`src/common/dhm_pkg.sv`:
```
package dhm_pkg;
  localparam int          NUM_ATTR          = 4;
  localparam int          CNT_W             = 16;
  localparam int          HIST_W            = 8;
  localparam int          TEMP_W            = 8;
  localparam int          LOG_DEPTH         = 20;
  localparam logic [7:0]  TRIP_FIXED_C      = 8'h44;
  localparam logic [7:0]  TRIP_DEFAULT_C    = 8'h44;
  localparam logic [2:0]  REPORT_PREDICT    = 3'h1;
  localparam logic [23:0] SENSE_PREDICT     = 24'h015d00;
  localparam logic [23:0] SENSE_TEMP_WARN   = 24'h010b01;
  localparam logic [23:0] SENSE_ROUNDED     = 24'h013700;
  localparam logic [23:0] SENSE_NOT_READY   = 24'h020400;
  localparam logic [23:0] SENSE_NOT_READY_3 = 24'h020403;
  localparam logic [15:0] TLOG_CUR_TEMP     = 16'h0000;
  localparam logic [15:0] TLOG_REF_TEMP     = 16'h0001;
  localparam logic [2:0]  FUNC_SHORT        = 3'h1;
  localparam logic [2:0]  FUNC_EXTENDED     = 3'h2;
  localparam logic [2:0]  FUNC_ABORT        = 3'h4;
  localparam int          FUNC_LSB          = 5;
  localparam logic [3:0]  RES_PASS          = 4'h0;
  localparam logic [3:0]  RES_ABORT_APP     = 4'h1;
  localparam logic [3:0]  RES_ABORT_RESET   = 4'h2;
  localparam logic [3:0]  RES_SEG_FAIL      = 4'h3;
  localparam logic [3:0]  RES_IN_PROGRESS   = 4'hf;
  localparam longint      CLK_HZ            = 100000000;
  localparam longint      TEMP_PERIOD_MIN   = 10;
  localparam longint      TEMP_PERIOD_CYC   = TEMP_PERIOD_MIN * 60 * CLK_HZ;
  localparam longint      SHORT_LIMIT_S     = 120;
  localparam longint      SHORT_LIMIT_CYC   = SHORT_LIMIT_S * CLK_HZ;

  typedef struct packed {
    logic [2:0] func;
    logic [3:0] result;
  } dhm_log_t;

  typedef struct packed {
    logic        valid;
    logic [23:0] code;
    logic [7:0]  unit_code;
  } dhm_sense_t;

  typedef enum logic [4:0] {
    ST_IDLE  = 5'h01,
    ST_ELEC  = 5'h02,
    ST_SERVO = 5'h04,
    ST_SCAN  = 5'h08,
    ST_DONE  = 5'h10
  } dhm_state_t;
endpackage : dhm_pkg

```
`src/logic/dhm_top.sv`:
```
`timescale 1ns/10ps
// Operation
// - Report method one sends predictive-failure sense with failure type in unit code.
// - Predictive error code is held in a retained register surviving bus reset.
// - Each attribute keeps an operation interval counter and an error counter.
// - Errors above threshold before interval end mean unacceptable, else acceptable.
// - Both counters clear after every classification, starting a new interval.
// - History counter rises on unacceptable, falls on acceptable, floored at zero.
// - History reaching predictive threshold signals failure; one counter per attribute.
// - Temperature is sampled at power-up and every ten minutes.
// - Sampled temperature above a trip point produces warning sense code.
// - Measured temperature goes into the unit code field of the sense.
// - Temperature warnings gated by warning enable and delivered per report method.
// - Fixed trip at 68 C plus programmable trip defaulting to 68 C.
// - Programmable trip above 68 C is clamped and a rounding sense is sent.
// - Temperature log gives current temperature and reference temperature by code.
// - Self-test function code from byte 1 bits 7:5: short or extended.
// - Short self-test ends within 120 seconds.
// - Each self-test runs electrical, servo and read/verify segments in order.
// - Starting a test pushes a log entry at head; 20 entries kept.
// - New entry copies function code, result Fh, and is flagged for storing.
// - Completion or abort writes 4-bit result; zero is pass.
// - Function-code abort records 01; reset abort records 02.
// - Motor, servo or table failures answer readiness query with not-ready codes.
// - Exception disable stops all predictive monitoring.
module dhm_top
  import dhm_pkg::*;
#(
  parameter logic [CNT_W-1:0]  INTERVAL_LEN  = 16'h0400,
  parameter logic [CNT_W-1:0]  ERR_THRESH    = 16'h0010,
  parameter logic [HIST_W-1:0] PRED_THRESH   = 8'h08,
  parameter longint            TEMP_PERIOD   = TEMP_PERIOD_CYC,
  parameter longint            SHORT_LIMIT   = SHORT_LIMIT_CYC,
  parameter logic [31:0]       SEG_CYC_SHORT = 32'h0000_1000,
  parameter logic [31:0]       SEG_CYC_EXT   = 32'h0001_0000
) (
  input  wire logic                  clk_i,
  input  wire logic                  rst_i,
  input  wire logic                  bus_reset_i,
  input  wire logic [NUM_ATTR-1:0]   op_done_i,
  input  wire logic [NUM_ATTR-1:0]   op_err_i,
  input  wire logic                  exception_disable_i,
  input  wire logic                  warning_enable_i,
  input  wire logic [2:0]            report_method_field_i,
  input  wire logic [TEMP_W-1:0]     temp_i,
  input  wire logic                  ref_wr_i,
  input  wire logic [TEMP_W-1:0]     ref_wdata_i,
  input  wire logic [15:0]           tlog_code_i,
  input  wire logic                  diag_cmd_i,
  input  wire logic [7:0]            diag_byte1_i,
  input  wire logic                  seg_fail_i,
  input  wire logic                  motor_fail_i,
  input  wire logic                  servo_fail_i,
  input  wire logic                  table_fail_i,
  input  wire logic [4:0]            log_idx_i,
  output logic                       pred_fail_o,
  output logic [NUM_ATTR-1:0]        pred_attr_o,
  output dhm_sense_t                 sense_o,
  output logic [TEMP_W-1:0]          tlog_data_o,
  output logic [TEMP_W-1:0]          ref_temp_o,
  output logic                       test_busy_o,
  output dhm_state_t                 test_state_o,
  output dhm_log_t                   log_entry_o,
  output logic                       log_store_o,
  output logic [23:0]                ready_code_o
);

  ////////////////////////////////////////////////////////////////////////////
  // Rate monitoring per attribute.
  logic [CNT_W-1:0]  ivl_q [NUM_ATTR];
  logic [CNT_W-1:0]  ivl_d [NUM_ATTR];
  logic [CNT_W-1:0]  fail_q [NUM_ATTR];
  logic [CNT_W-1:0]  fail_d [NUM_ATTR];
  logic [HIST_W-1:0] hist_q [NUM_ATTR];
  logic [HIST_W-1:0] hist_d [NUM_ATTR];
  logic [NUM_ATTR-1:0] pred_q, pred_d;
  // Held apart from bus reset so a reported code is never lost there.
  logic [NUM_ATTR-1:0] kept_q, kept_d;

  always_comb begin
    for (int a = 0; a < NUM_ATTR; a++) begin
      ivl_d[a]  = ivl_q[a];
      fail_d[a] = fail_q[a];
      hist_d[a] = hist_q[a];
      if (!exception_disable_i && op_done_i[a]) begin
        ivl_d[a] = CNT_W'(ivl_q[a] + 1'b1);
        if (op_err_i[a]) begin
          fail_d[a] = CNT_W'(fail_q[a] + 1'b1);
        end
        if (fail_d[a] > ERR_THRESH) begin
          ivl_d[a]  = '0;
          fail_d[a] = '0;
          if (hist_q[a] != {HIST_W{1'b1}}) begin
            hist_d[a] = HIST_W'(hist_q[a] + 1'b1);
          end
        end else if (ivl_d[a] >= INTERVAL_LEN) begin
          ivl_d[a]  = '0;
          fail_d[a] = '0;
          if (hist_q[a] != '0) begin
            hist_d[a] = HIST_W'(hist_q[a] - 1'b1);
          end
        end
      end
      pred_d[a] = !exception_disable_i && (hist_d[a] >= PRED_THRESH);
    end
    kept_d = kept_q | pred_d;
  end

  always_ff @(posedge clk_i) begin
    if (rst_i) begin
      for (int a = 0; a < NUM_ATTR; a++) begin
        ivl_q[a]  <= '0;
        fail_q[a] <= '0;
        hist_q[a] <= '0;
      end
      pred_q <= '0;
      kept_q <= '0;
    end else begin
      ivl_q  <= ivl_d;
      fail_q <= fail_d;
      hist_q <= hist_d;
      pred_q <= pred_d;
      kept_q <= kept_d;
    end
  end

  ////////////////////////////////////////////////////////////////////////////
  // Thermal monitor.
  logic [TEMP_W-1:0] t_s1_q, t_s2_q, t_s3_q, t_stable_q, t_stable_d;
  logic [TEMP_W-1:0] temp_q, temp_d, ref_q, ref_d;
  logic [63:0]       tcnt_q, tcnt_d;
  logic              sample_q, sample_d, round_q, round_d;

  always_comb begin
    t_stable_d = (t_s2_q == t_s3_q) ? t_s3_q : t_stable_q;
    sample_d   = 1'b0;
    tcnt_d     = tcnt_q + 64'h1;
    if (tcnt_q >= 64'(TEMP_PERIOD - 1)) begin
      tcnt_d   = '0;
      sample_d = 1'b1;
    end
    temp_d = sample_q ? t_stable_q : temp_q;
    ref_d   = ref_q;
    round_d = 1'b0;
    if (ref_wr_i) begin
      if (ref_wdata_i > TRIP_FIXED_C) begin
        ref_d   = TRIP_FIXED_C;
        round_d = 1'b1;
      end else begin
        ref_d = ref_wdata_i;
      end
    end
  end

  always_ff @(posedge clk_i) begin
    t_s1_q <= temp_i;
    t_s2_q <= t_s1_q;
    t_s3_q <= t_s2_q;
    if (rst_i) begin
      t_stable_q <= '0;
      tcnt_q     <= 64'(TEMP_PERIOD - 8);
      sample_q   <= 1'b0;
      temp_q     <= '0;
      ref_q      <= TRIP_DEFAULT_C;
      round_q    <= 1'b0;
    end else begin
      t_stable_q <= t_stable_d;
      tcnt_q     <= tcnt_d;
      sample_q   <= sample_d;
      temp_q     <= temp_d;
      ref_q      <= ref_d;
      round_q    <= round_d;
    end
  end

  wire temp_hot = sample_q && ((t_stable_q > TRIP_FIXED_C) || (t_stable_q > ref_q));

  ////////////////////////////////////////////////////////////////////////////
  // Self-test sequencer and results log.
  dhm_state_t st_q, st_d;
  logic [2:0]  func_q, func_d;
  logic [31:0] seg_q, seg_d;
  logic [63:0] run_q, run_d;
  dhm_log_t    log_q [LOG_DEPTH];
  logic        push, fin, store_d, store_q;
  logic [3:0]  fin_res;
  logic [2:0]  req;

  assign req = diag_byte1_i[FUNC_LSB +: 3];

  always_comb begin
    st_d    = st_q;
    func_d  = func_q;
    seg_d   = 32'(seg_q + 1'b1);
    run_d   = run_q + 64'h1;
    push    = 1'b0;
    fin     = 1'b0;
    fin_res = RES_PASS;
    case (st_q)
      ST_IDLE: begin
        seg_d = '0;
        run_d = '0;
        if (diag_cmd_i && (req == FUNC_SHORT || req == FUNC_EXTENDED)) begin
          func_d = req;
          push   = 1'b1;
          st_d   = ST_ELEC;
        end
      end
      ST_ELEC, ST_SERVO, ST_SCAN: begin
        if (bus_reset_i) begin
          fin = 1'b1;
          fin_res = RES_ABORT_RESET;
        end else if (diag_cmd_i && req == FUNC_ABORT) begin
          fin = 1'b1;
          fin_res = RES_ABORT_APP;
        end else if (seg_fail_i) begin
          fin = 1'b1;
          fin_res = RES_SEG_FAIL;
        end else if (func_q == FUNC_SHORT && run_q >= 64'(SHORT_LIMIT - 1)) begin
          fin = 1'b1;
        end else if (seg_q >= ((func_q == FUNC_SHORT) ? SEG_CYC_SHORT : SEG_CYC_EXT)) begin
          seg_d = '0;
          case (st_q)
            ST_ELEC:  st_d = ST_SERVO;
            ST_SERVO: st_d = ST_SCAN;
            default:  fin  = 1'b1;
          endcase
        end
        if (fin) begin
          st_d = ST_DONE;
        end
      end
      ST_DONE: st_d = ST_IDLE;
      default: st_d = ST_IDLE;
    endcase
    store_d = push || fin;
  end

  always_ff @(posedge clk_i) begin
    if (rst_i) begin
      st_q    <= ST_IDLE;
      func_q  <= '0;
      seg_q   <= '0;
      run_q   <= '0;
      store_q <= 1'b0;
      for (int i = 0; i < LOG_DEPTH; i++) begin
        log_q[i] <= '0;
      end
    end else begin
      st_q    <= st_d;
      func_q  <= func_d;
      seg_q   <= seg_d;
      run_q   <= run_d;
      store_q <= store_d;
      if (push) begin
        for (int i = LOG_DEPTH - 1; i > 0; i--) begin
          log_q[i] <= log_q[i-1];
        end
        log_q[0] <= '{func: req, result: RES_IN_PROGRESS};
      end else if (fin) begin
        log_q[0].result <= fin_res;
      end
    end
  end

  ////////////////////////////////////////////////////////////////////////////
  // Outputs.
  dhm_sense_t sense_d;
  always_comb begin
    sense_d = '0;
    if (round_q) begin
      sense_d = '{valid: 1'b1, code: SENSE_ROUNDED, unit_code: ref_q};
    end else if (temp_hot && warning_enable_i && report_method_field_i != '0) begin
      sense_d = '{valid: 1'b1, code: SENSE_TEMP_WARN, unit_code: t_stable_q};
    end else if (|(pred_d & ~pred_q) && report_method_field_i == REPORT_PREDICT) begin
      sense_d.valid = 1'b1;
      sense_d.code  = SENSE_PREDICT;
      for (int a = NUM_ATTR - 1; a >= 0; a--) begin
        if (pred_d[a] && !pred_q[a]) sense_d.unit_code = 8'(a + 1);
      end
    end
  end

  always_ff @(posedge clk_i) begin
    if (rst_i) begin
      sense_o      <= '0;
      pred_fail_o  <= 1'b0;
      pred_attr_o  <= '0;
      tlog_data_o  <= '0;
      ref_temp_o   <= TRIP_DEFAULT_C;
      test_busy_o  <= 1'b0;
      test_state_o <= ST_IDLE;
      log_entry_o  <= '0;
      log_store_o  <= 1'b0;
      ready_code_o <= '0;
    end else begin
      sense_o      <= sense_d;
      pred_fail_o  <= |pred_d;
      pred_attr_o  <= kept_d;
      tlog_data_o  <= (tlog_code_i == TLOG_REF_TEMP) ? ref_q :
                      (tlog_code_i == TLOG_CUR_TEMP) ? temp_q : '0;
      ref_temp_o   <= ref_q;
      test_busy_o  <= (st_d != ST_IDLE) && (st_d != ST_DONE);
      test_state_o <= st_d;
      log_entry_o  <= (log_idx_i < 5'(LOG_DEPTH)) ? log_q[log_idx_i] : '0;
      log_store_o  <= store_d;
      ready_code_o <= (motor_fail_i || table_fail_i) ? SENSE_NOT_READY :
                      servo_fail_i ? SENSE_NOT_READY_3 : 24'h000000;
    end
  end

  ////////////////////////////////////////////////////////////////////////////
  AST_HIST_FLOOR: assert property (@(posedge clk_i) disable iff (rst_i)
    hist_q[1] == '0 |=> hist_q[1] <= 8'h01) else $error("history went below zero");
  AST_PRED: assert property (@(posedge clk_i) disable iff (rst_i)
    (hist_d[1] >= PRED_THRESH && !exception_disable_i) |=> pred_fail_o)
    else $error("predictive failure not raised");
  AST_CLR: assert property (@(posedge clk_i) disable iff (rst_i)
    fail_q[1] > ERR_THRESH |-> 1'b0) else $error("failure count left over threshold");
  AST_REF_CLAMP: assert property (@(posedge clk_i) disable iff (rst_i)
    ref_q <= TRIP_FIXED_C) else $error("reference above fixed trip");
  AST_PUSH: assert property (@(posedge clk_i) disable iff (rst_i)
    push |=> log_q[0].result == RES_IN_PROGRESS && log_store_o)
    else $error("new entry not in progress");
  AST_ABORT: assert property (@(posedge clk_i) disable iff (rst_i)
    (test_busy_o && st_q != ST_DONE && bus_reset_i) |=> log_q[0].result == RES_ABORT_RESET)
    else $error("reset abort not logged");
  AST_SEQ: assert property (@(posedge clk_i) disable iff (rst_i)
    (st_q == ST_ELEC) |=> (st_q inside {ST_ELEC, ST_SERVO, ST_DONE}))
    else $error("segment order broken");
  AST_WARN: assert property (@(posedge clk_i) disable iff (rst_i)
    (sense_o.code == SENSE_TEMP_WARN && sense_o.valid) |-> $past(warning_enable_i))
    else $error("warning sent while disabled");
  COV_SHORT: cover property (@(posedge clk_i) push && req == FUNC_SHORT);
  COV_DONE: cover property (@(posedge clk_i) fin && fin_res == RES_PASS);
  COV_HOT: cover property (@(posedge clk_i) sense_o.code == SENSE_TEMP_WARN);
endmodule : dhm_top

```
`config.mk`:
```
export PLATFORM = sky130hd
export DESIGN_NAME = dhm_top
export DESIGN_NICKNAME = d
export VERILOG_FILES = /design/src/common/dhm_pkg.sv /design/src/logic/dhm_top.sv
export SDC_FILE = /design/constraint.sdc
export NUM_CORES = 1
export LEC_CHECK = 0
export BUFFER_PORTS_ARGS = -buffer_cell sky130_fd_sc_hd__buf_2
export CAP_MARGIN = 20
export CORE_MARGIN = 2
export CORE_UTILIZATION = 50
export DETAILED_ROUTE_END_ITERATION = 10
export HOLD_SLACK_MARGIN = 0.02
export PLACE_DENSITY = 0.73
export SLEW_MARGIN = 10
export SYNTH_ARGS = -nofsm -noshare
export SYNTH_HDL_FRONTEND = slang
export SYNTH_SLANG_ARGS = --single-unit
```
`constraint.sdc`:
```
create_clock -name clk_i -period 6.23 [get_ports clk_i]
set_input_delay 0.3115 -clock clk_i [delete_from_list [all_inputs] [get_ports clk_i]]
set_output_delay 0.3115 -clock clk_i [all_outputs]
set_load 0.01 [all_outputs]
```
# ---- Word-level counts from Yosys, hierarchy flattened
# Memories as Yosys holds them, arrays and structs flattened. A register that Yosys moved wholly into a read port is not among the register bits.
# Index checks and enable logic that the tools add are counted.
dict set report totals {
  reg_bits 462
  latchBits 0
  ramBits 140
  mem_bits_ro 0
  input_bits 67
  output_inout_bits 92
  n_memories 1
}
# memory words width rd rd_clocked_by_memory_dff write_ports line
set memory_table {}
lappend memory_table {log_q 20 7 20 1 20 dhm_top.sv:184} ;# dhm_log_t log_q [LOG_DEPTH];
dict set report op_classes {
  addsub 19
  mul 0
  div_mod_pow 0
  n_lt_le_gt_ge 19
  n_eq_ne 17
  shift 0
  mux 119
  n_bitwise 26
  reduce_logical 47
}
# operator count
set op_table {}
lappend op_table {{$mux 16} 24}
lappend op_table {{$mux 8} 26}
lappend op_table {{$mux 32} 5}
lappend op_table {{$mux 7} 20}
lappend op_table {{$add 16x1->16 const B} 8}
lappend op_table {{$add 64x1->64 const B} 2}
lappend op_table {{$mux 33} 3}
lappend op_table {{$ge 16x11->1 const B} 4}
lappend op_table {{$ge 64x34->1 const B} 1}
lappend op_table {{$ge 64x36->1 const B} 1}
lappend op_table {{$gt 16x5->1 const B} 4}
lappend op_table {{$pmux 32 s2} 1}
lappend op_table {{$mux 18} 2}
lappend op_table {{$mux 36} 1}
lappend op_table {{$mux 5} 7}
lappend op_table {{$add 32x1->32 const B} 1}
lappend op_table {{$add 8x1->8 const B} 4}
lappend op_table {{$ge 32x17->1} 1}
lappend op_table {{$ge 8x4->1 const B} 4}
lappend op_table {{$ne 8x8->1 const B} 4}
lappend op_table {{$reduce_bool 8->1} 4}
lappend op_table {{$sub 8x1->8 const B} 4}
lappend op_table {{$mux 1} 21}
lappend op_table {{$or 1x1->1} 21}
lappend op_table {{other kinds (32)} 74}

# ---- Depth between registers and ports, before layout
dict set report depth {
  word_depth 16
  ltp_mapped 14
  mapped_depth_nobuf 12
}

# ---- Worst setup path before layout
# Ideal clock, no wire load.
dict set report synth_timing {
  path_type {register to register}
  startpoint {register test_state_o[1] (netlist name)}
  endpoint {memory log_q[0][4] (netlist name) (enable)}
  setup_ns 0.470
  arrival_time_ns 4.001
  required_ns 5.760
  slack_ns 1.759
  path_stages_with_launch 7
  synth_period_minus_slack_ns 4.471
  path_cell_list {dfxtp_1 nor4_1 nand2_1 or4b_2 clkbuf_1 nor2b_1 inv_1}
}
# item line
set synth_lines {}
lappend synth_lines {{end, declared} dhm_top.sv:184}

# ---- Final worst setup path
dict set report layout_timing {
  startpoint {register ivl_q[0] (netlist name)}
  endpoint {register sense_o[19] (netlist name)}
}
dict set report layout_via {
  elab_chain_cells 12
}
# item line
set layout_lines {}
lappend layout_lines {{start, declared} dhm_top.sv:70} ;# logic [CNT_W-1:0] ivl_q [NUM_ATTR];
lappend layout_lines {{start signal, assigned} dhm_top.sv:119} ;# ivl_q <= ivl_d;
lappend layout_lines {{$add 16x1->16} dhm_top.sv:86} ;# ivl_d[a] = CNT_W'(ivl_q[a] + 1'b1);
lappend layout_lines {{$ge 16x11->1} dhm_top.sv:96} ;# end else if (ivl_d[a] >= INTERVAL_LEN) begin
lappend layout_lines {{$mux 8} dhm_top.sv:96}
lappend layout_lines {{$mux 8} dhm_top.sv:90} ;# if (fail_d[a] > ERR_THRESH) begin
lappend layout_lines {{$mux 8} dhm_top.sv:85} ;# if (!exception_disable_i && op_done_i[a]) begin
lappend layout_lines {{$ge 8x4->1} dhm_top.sv:104} ;# pred_d[a] = !exception_disable_i && (hist_d[a] >= PRED_THRESH);
lappend layout_lines {{$logic_and 1x1->1} dhm_top.sv:104}
lappend layout_lines {{$and 4x4->4} dhm_top.sv:275} ;# end else if (|(pred_d & ~pred_q) && report_method_field_i == REPORT_PREDICT) begin
lappend layout_lines {{$reduce_or 4->1} dhm_top.sv:275}
lappend layout_lines {{$logic_and 1x1->1} dhm_top.sv:275}
lappend layout_lines {{$mux 33} dhm_top.sv:275}
lappend layout_lines {{$mux 33} dhm_top.sv:273} ;# end else if (temp_hot && warning_enable_i && report_method_field_i != '0) begin
lappend layout_lines {{end signal, assigned} dhm_top.sv:297} ;# sense_o <= sense_d;
lappend layout_lines {{end, declared} dhm_top.sv:58} ;# output dhm_sense_t sense_o,
# Every way passes these cells.
# A chain may end at the register's enable or synchronous reset.

==> impl_metrics.py <==
metrics = {
    "setup_path": {
        "timing.critical_path.from": "ivl_q[0]$_SDFFE_PP0P_",
        "rr_endpoint": "sense_o[19]$_SDFF_PP0_",
        "start_kind": "register",
        "critical_path_class": "reg -> reg",
        "r2r-start": "ivl_q[0]$_SDFFE_PP0P_",
        "end_kind": "register",
        "r2r_cells": 11,
        "crit_path_end": "sense_o[19]$_SDFF_PP0_",
        "crit_arrival_ps": 4400,
        "required_ps": 6710,
        "crit_fanout": 12,
        "reg2reg_slack_ps": 2310,
    },
    "yosys": {
        "async_flop_share_pct": 0,
        "synth_top_area_share_pct": 33.6,
        "synth_seq_cells": 548,
        "synth-edff-count": 120,
        "yosysMostFrequentCell": "dfxtp_1",
        "netlist_area_um2": 25500,
        "seq_area_frac_synth_pct": 47.8,
        "ys.flop_type": "dfxtp_1",
        "synthCells": 2655,
        "yosys_warnings": 0,
        "synth_largest_area_cell": "dfxtp_1",
        "avgSynthCellArea_um2": 9.59,
        "netlist_top_cells_area": "dfxtp_1 (34%), edfxtp_1 (14%), nor2_1 (4.8%)",
        "synthTopCellsByCount": "dfxtp_1 (428), nor2_1 (328), and2_1 (196)",
        "synth.distinct_cells": 96,
    },
    "grt": {
        "grt_pass1_vias": 18700,
        "grt-ovfl-total": 0,
        "grt_pass1_wl_um": 91100,
        "grt_max_degree": 118,
        "grtUsageTotal_pct": 20.4,
        "antenna_found_initial": 0,
    },
    "clock_tree": {
        "ctsHtreeMaxLevel": 2,
        "clock_latency_ps": 630,
        "clockRootBuffer": "clkbuf_16",
        "cts.reportedPaths.clkPinSlew_ps": 60,
        "cts_tree": "done",
        "numCtsBuffers": 58,
        "postCtsHoldBufs": 21,
        "cts_buffer_depth": 3,
        "post_cts_buffers": 0,
        "post_cts_resized": 0,
        "cts_sinks": 548,
    },
    "detailed_routing": {
        "first_pass_iters": 5,
        "dr.first_iter.drc_count": 1273,
        "routed_wl_um": 54500,
        "post-route-drc-count": 0,
        "post_drt_via_cell_ratio": 5.58,
        "routedWlPerCell_um": 15.6,
        "via_count": 19500,
        "ant_nets": 0,
    },
    "power_and_ir_drop": {
        "totalPowerFinal_mw": 7.73,
        "peakVddDrop_mv": 0.257,
        "power_density_nw_per_um2": 268,
        "leakagePower_nw": 10.8,
    },
    "placement": {
        "placed_cells": 3357,
        "dp_hpwl_um": 36800,
        "routabilityCongestion": 0.897,
        "port_buffers": 118,
    },
    "outcome": {
        "outcome": "finished, final reports clean",
    },
    "layout": {
        "num_antenna_cells": 0,
        "final_nets": 2867,
        "final_cells": 3488,
        "layout-drive-gt1-share_pct": 11.8,
        "synthToLayoutAreaGrowth_pct": 13.0,
    },
    "die": {
        "die_width_um": 230,
        "dieArea_um2": 52800,
        "core-area_um2": 50300,
        "initial_utilization_pct": 50.7,
        "std_cell_rows": 82,
        "die_height_um": 230,
        "io_pins": 159,
    },
    "sta": {
        "relSlewSlack_pct": 29.0,
        "fmax_mhz": 255,
        "worstMarginPinSlew_ps": 1060,
        "final_hold_viol_count": 0,
        "fin_tns_setup_ps": 0,
        "rsz0062_at_grt": "false",
        "skew_ps": 26.6,
        "fin_crit_ps": 3920,
        "setup-violations-final": 0,
        "slew_violations": 0,
        "fin_crit_sh_pct": 63.0,
    },
    "min_path": {
        "hp-class": "in -> reg",
        "hp-start": "op_err_i[2]",
    },
    "run": {
        "max-cap-violations": 0,
    },
}
[worst max-delay path, cell delays in order, from the launching register on]
cell       delay [ps]
dfxtp_1           420
ha_1              200
nand4_1           190
o31a_1            330
o22ai_1           660
nand3_1           150
a2111oi_0         530
a211oi_1          180
a211oi_1          400
a211oi_1          230
nor3_1            370
o31ai_1           110
[flip-flops by register name (all words and copies together) (netlist names), 2 cells and up]
signal,flops
log_entry_o,6
ref_q,8
func_q,3
pred_q,4
pred_attr_o,4
fail_q,64
ready_code_o,2
hist_q,32
t_s2_q,8
log_q,120
ivl_q,64
t_stable_q,8
temp_q,8
run_q,64
test_state_o,5
tlog_data_o,8
sense_o,15
t_s3_q,8
t_s1_q,8
seg_q,32
ref_temp_o,8
tcnt_q,64
[logic make-up after synthesis]
logic type | synth area share (%)
compound gates | 10.5
simple gates | 25.1
other cells | 0.0147
xor+xnor | 5.98
mux | 4.94
fa+ha+maj | 1.67
buf+inv | 4.04
flops | 47.8
[report_power, final]
part / switching (mW) / internal [mW] / leakage, nW
clock: 1.44 / 2.18 / 1.02
combinational: 0.194 / 0.131 / 5.03
sequential: 0.0554 / 3.72 / 4.74
total: 1.69 / 6.04 / 10.8
[layout make-up]
type	instances	area, um2
fill	4253	21500
multi-input combinational	1945	12500
timing repair buffer	153	920
clock inverter	19	263
tap	672	841
clock buffer	91	1820
sequential	548	12200
inverter	60	228
[per-layer routing]
metal  vias up  wire (um)  global-route usage, %
met2       476      25800                   34.2
met4         0       1130                   5.95
li1       9629          -                      -
met5         -          0                      0
met1      9285      24600                   27.2
met3        76       3040                   3.44
[cells in the final DEF (no fill, tap or decap), types with 74 or more instances in the layout]
master and instances:
nor2_1 327, dfxtp_1 428, nor3_1 79, nand2_1 150
xor2_1 100, a21oi_1 103, and2_1 196, xnor2_1 74
edfxtp_1 120, buf_2 117, nand3_1 110
[worst min path at each step]
stage,endpoint,slack [ps],cells after the start
after floorplan,t_s2_q[0]$_DFF_P_,310,0
after global placement,t_s2_q[4]$_DFF_P_,320,0
after detailed placement,t_s2_q[3]$_DFF_P_,310,0
after CTS,fail_q[18]$_SDFFE_PP0P_,20,3
after global routing,fail_q[50]$_SDFFE_PP0P_,50,3
final,fail_q[18]$_SDFFE_PP0P_,60,3
[metrics by stage]
stage	hold slack [ps]	setup slack, ps	area (um2)	utilization, %
after floorplan	310	1760	25700	-
after detailed placement	313	2410	26500	52.7
after CTS	22.0	2380	28800	57.3
after global placement	316	2520	26500	52.7
final	63.0	2310	28800	57.3
after global routing	51.7	1870	28800	57.3
Power figures use the tool's default switching activity.
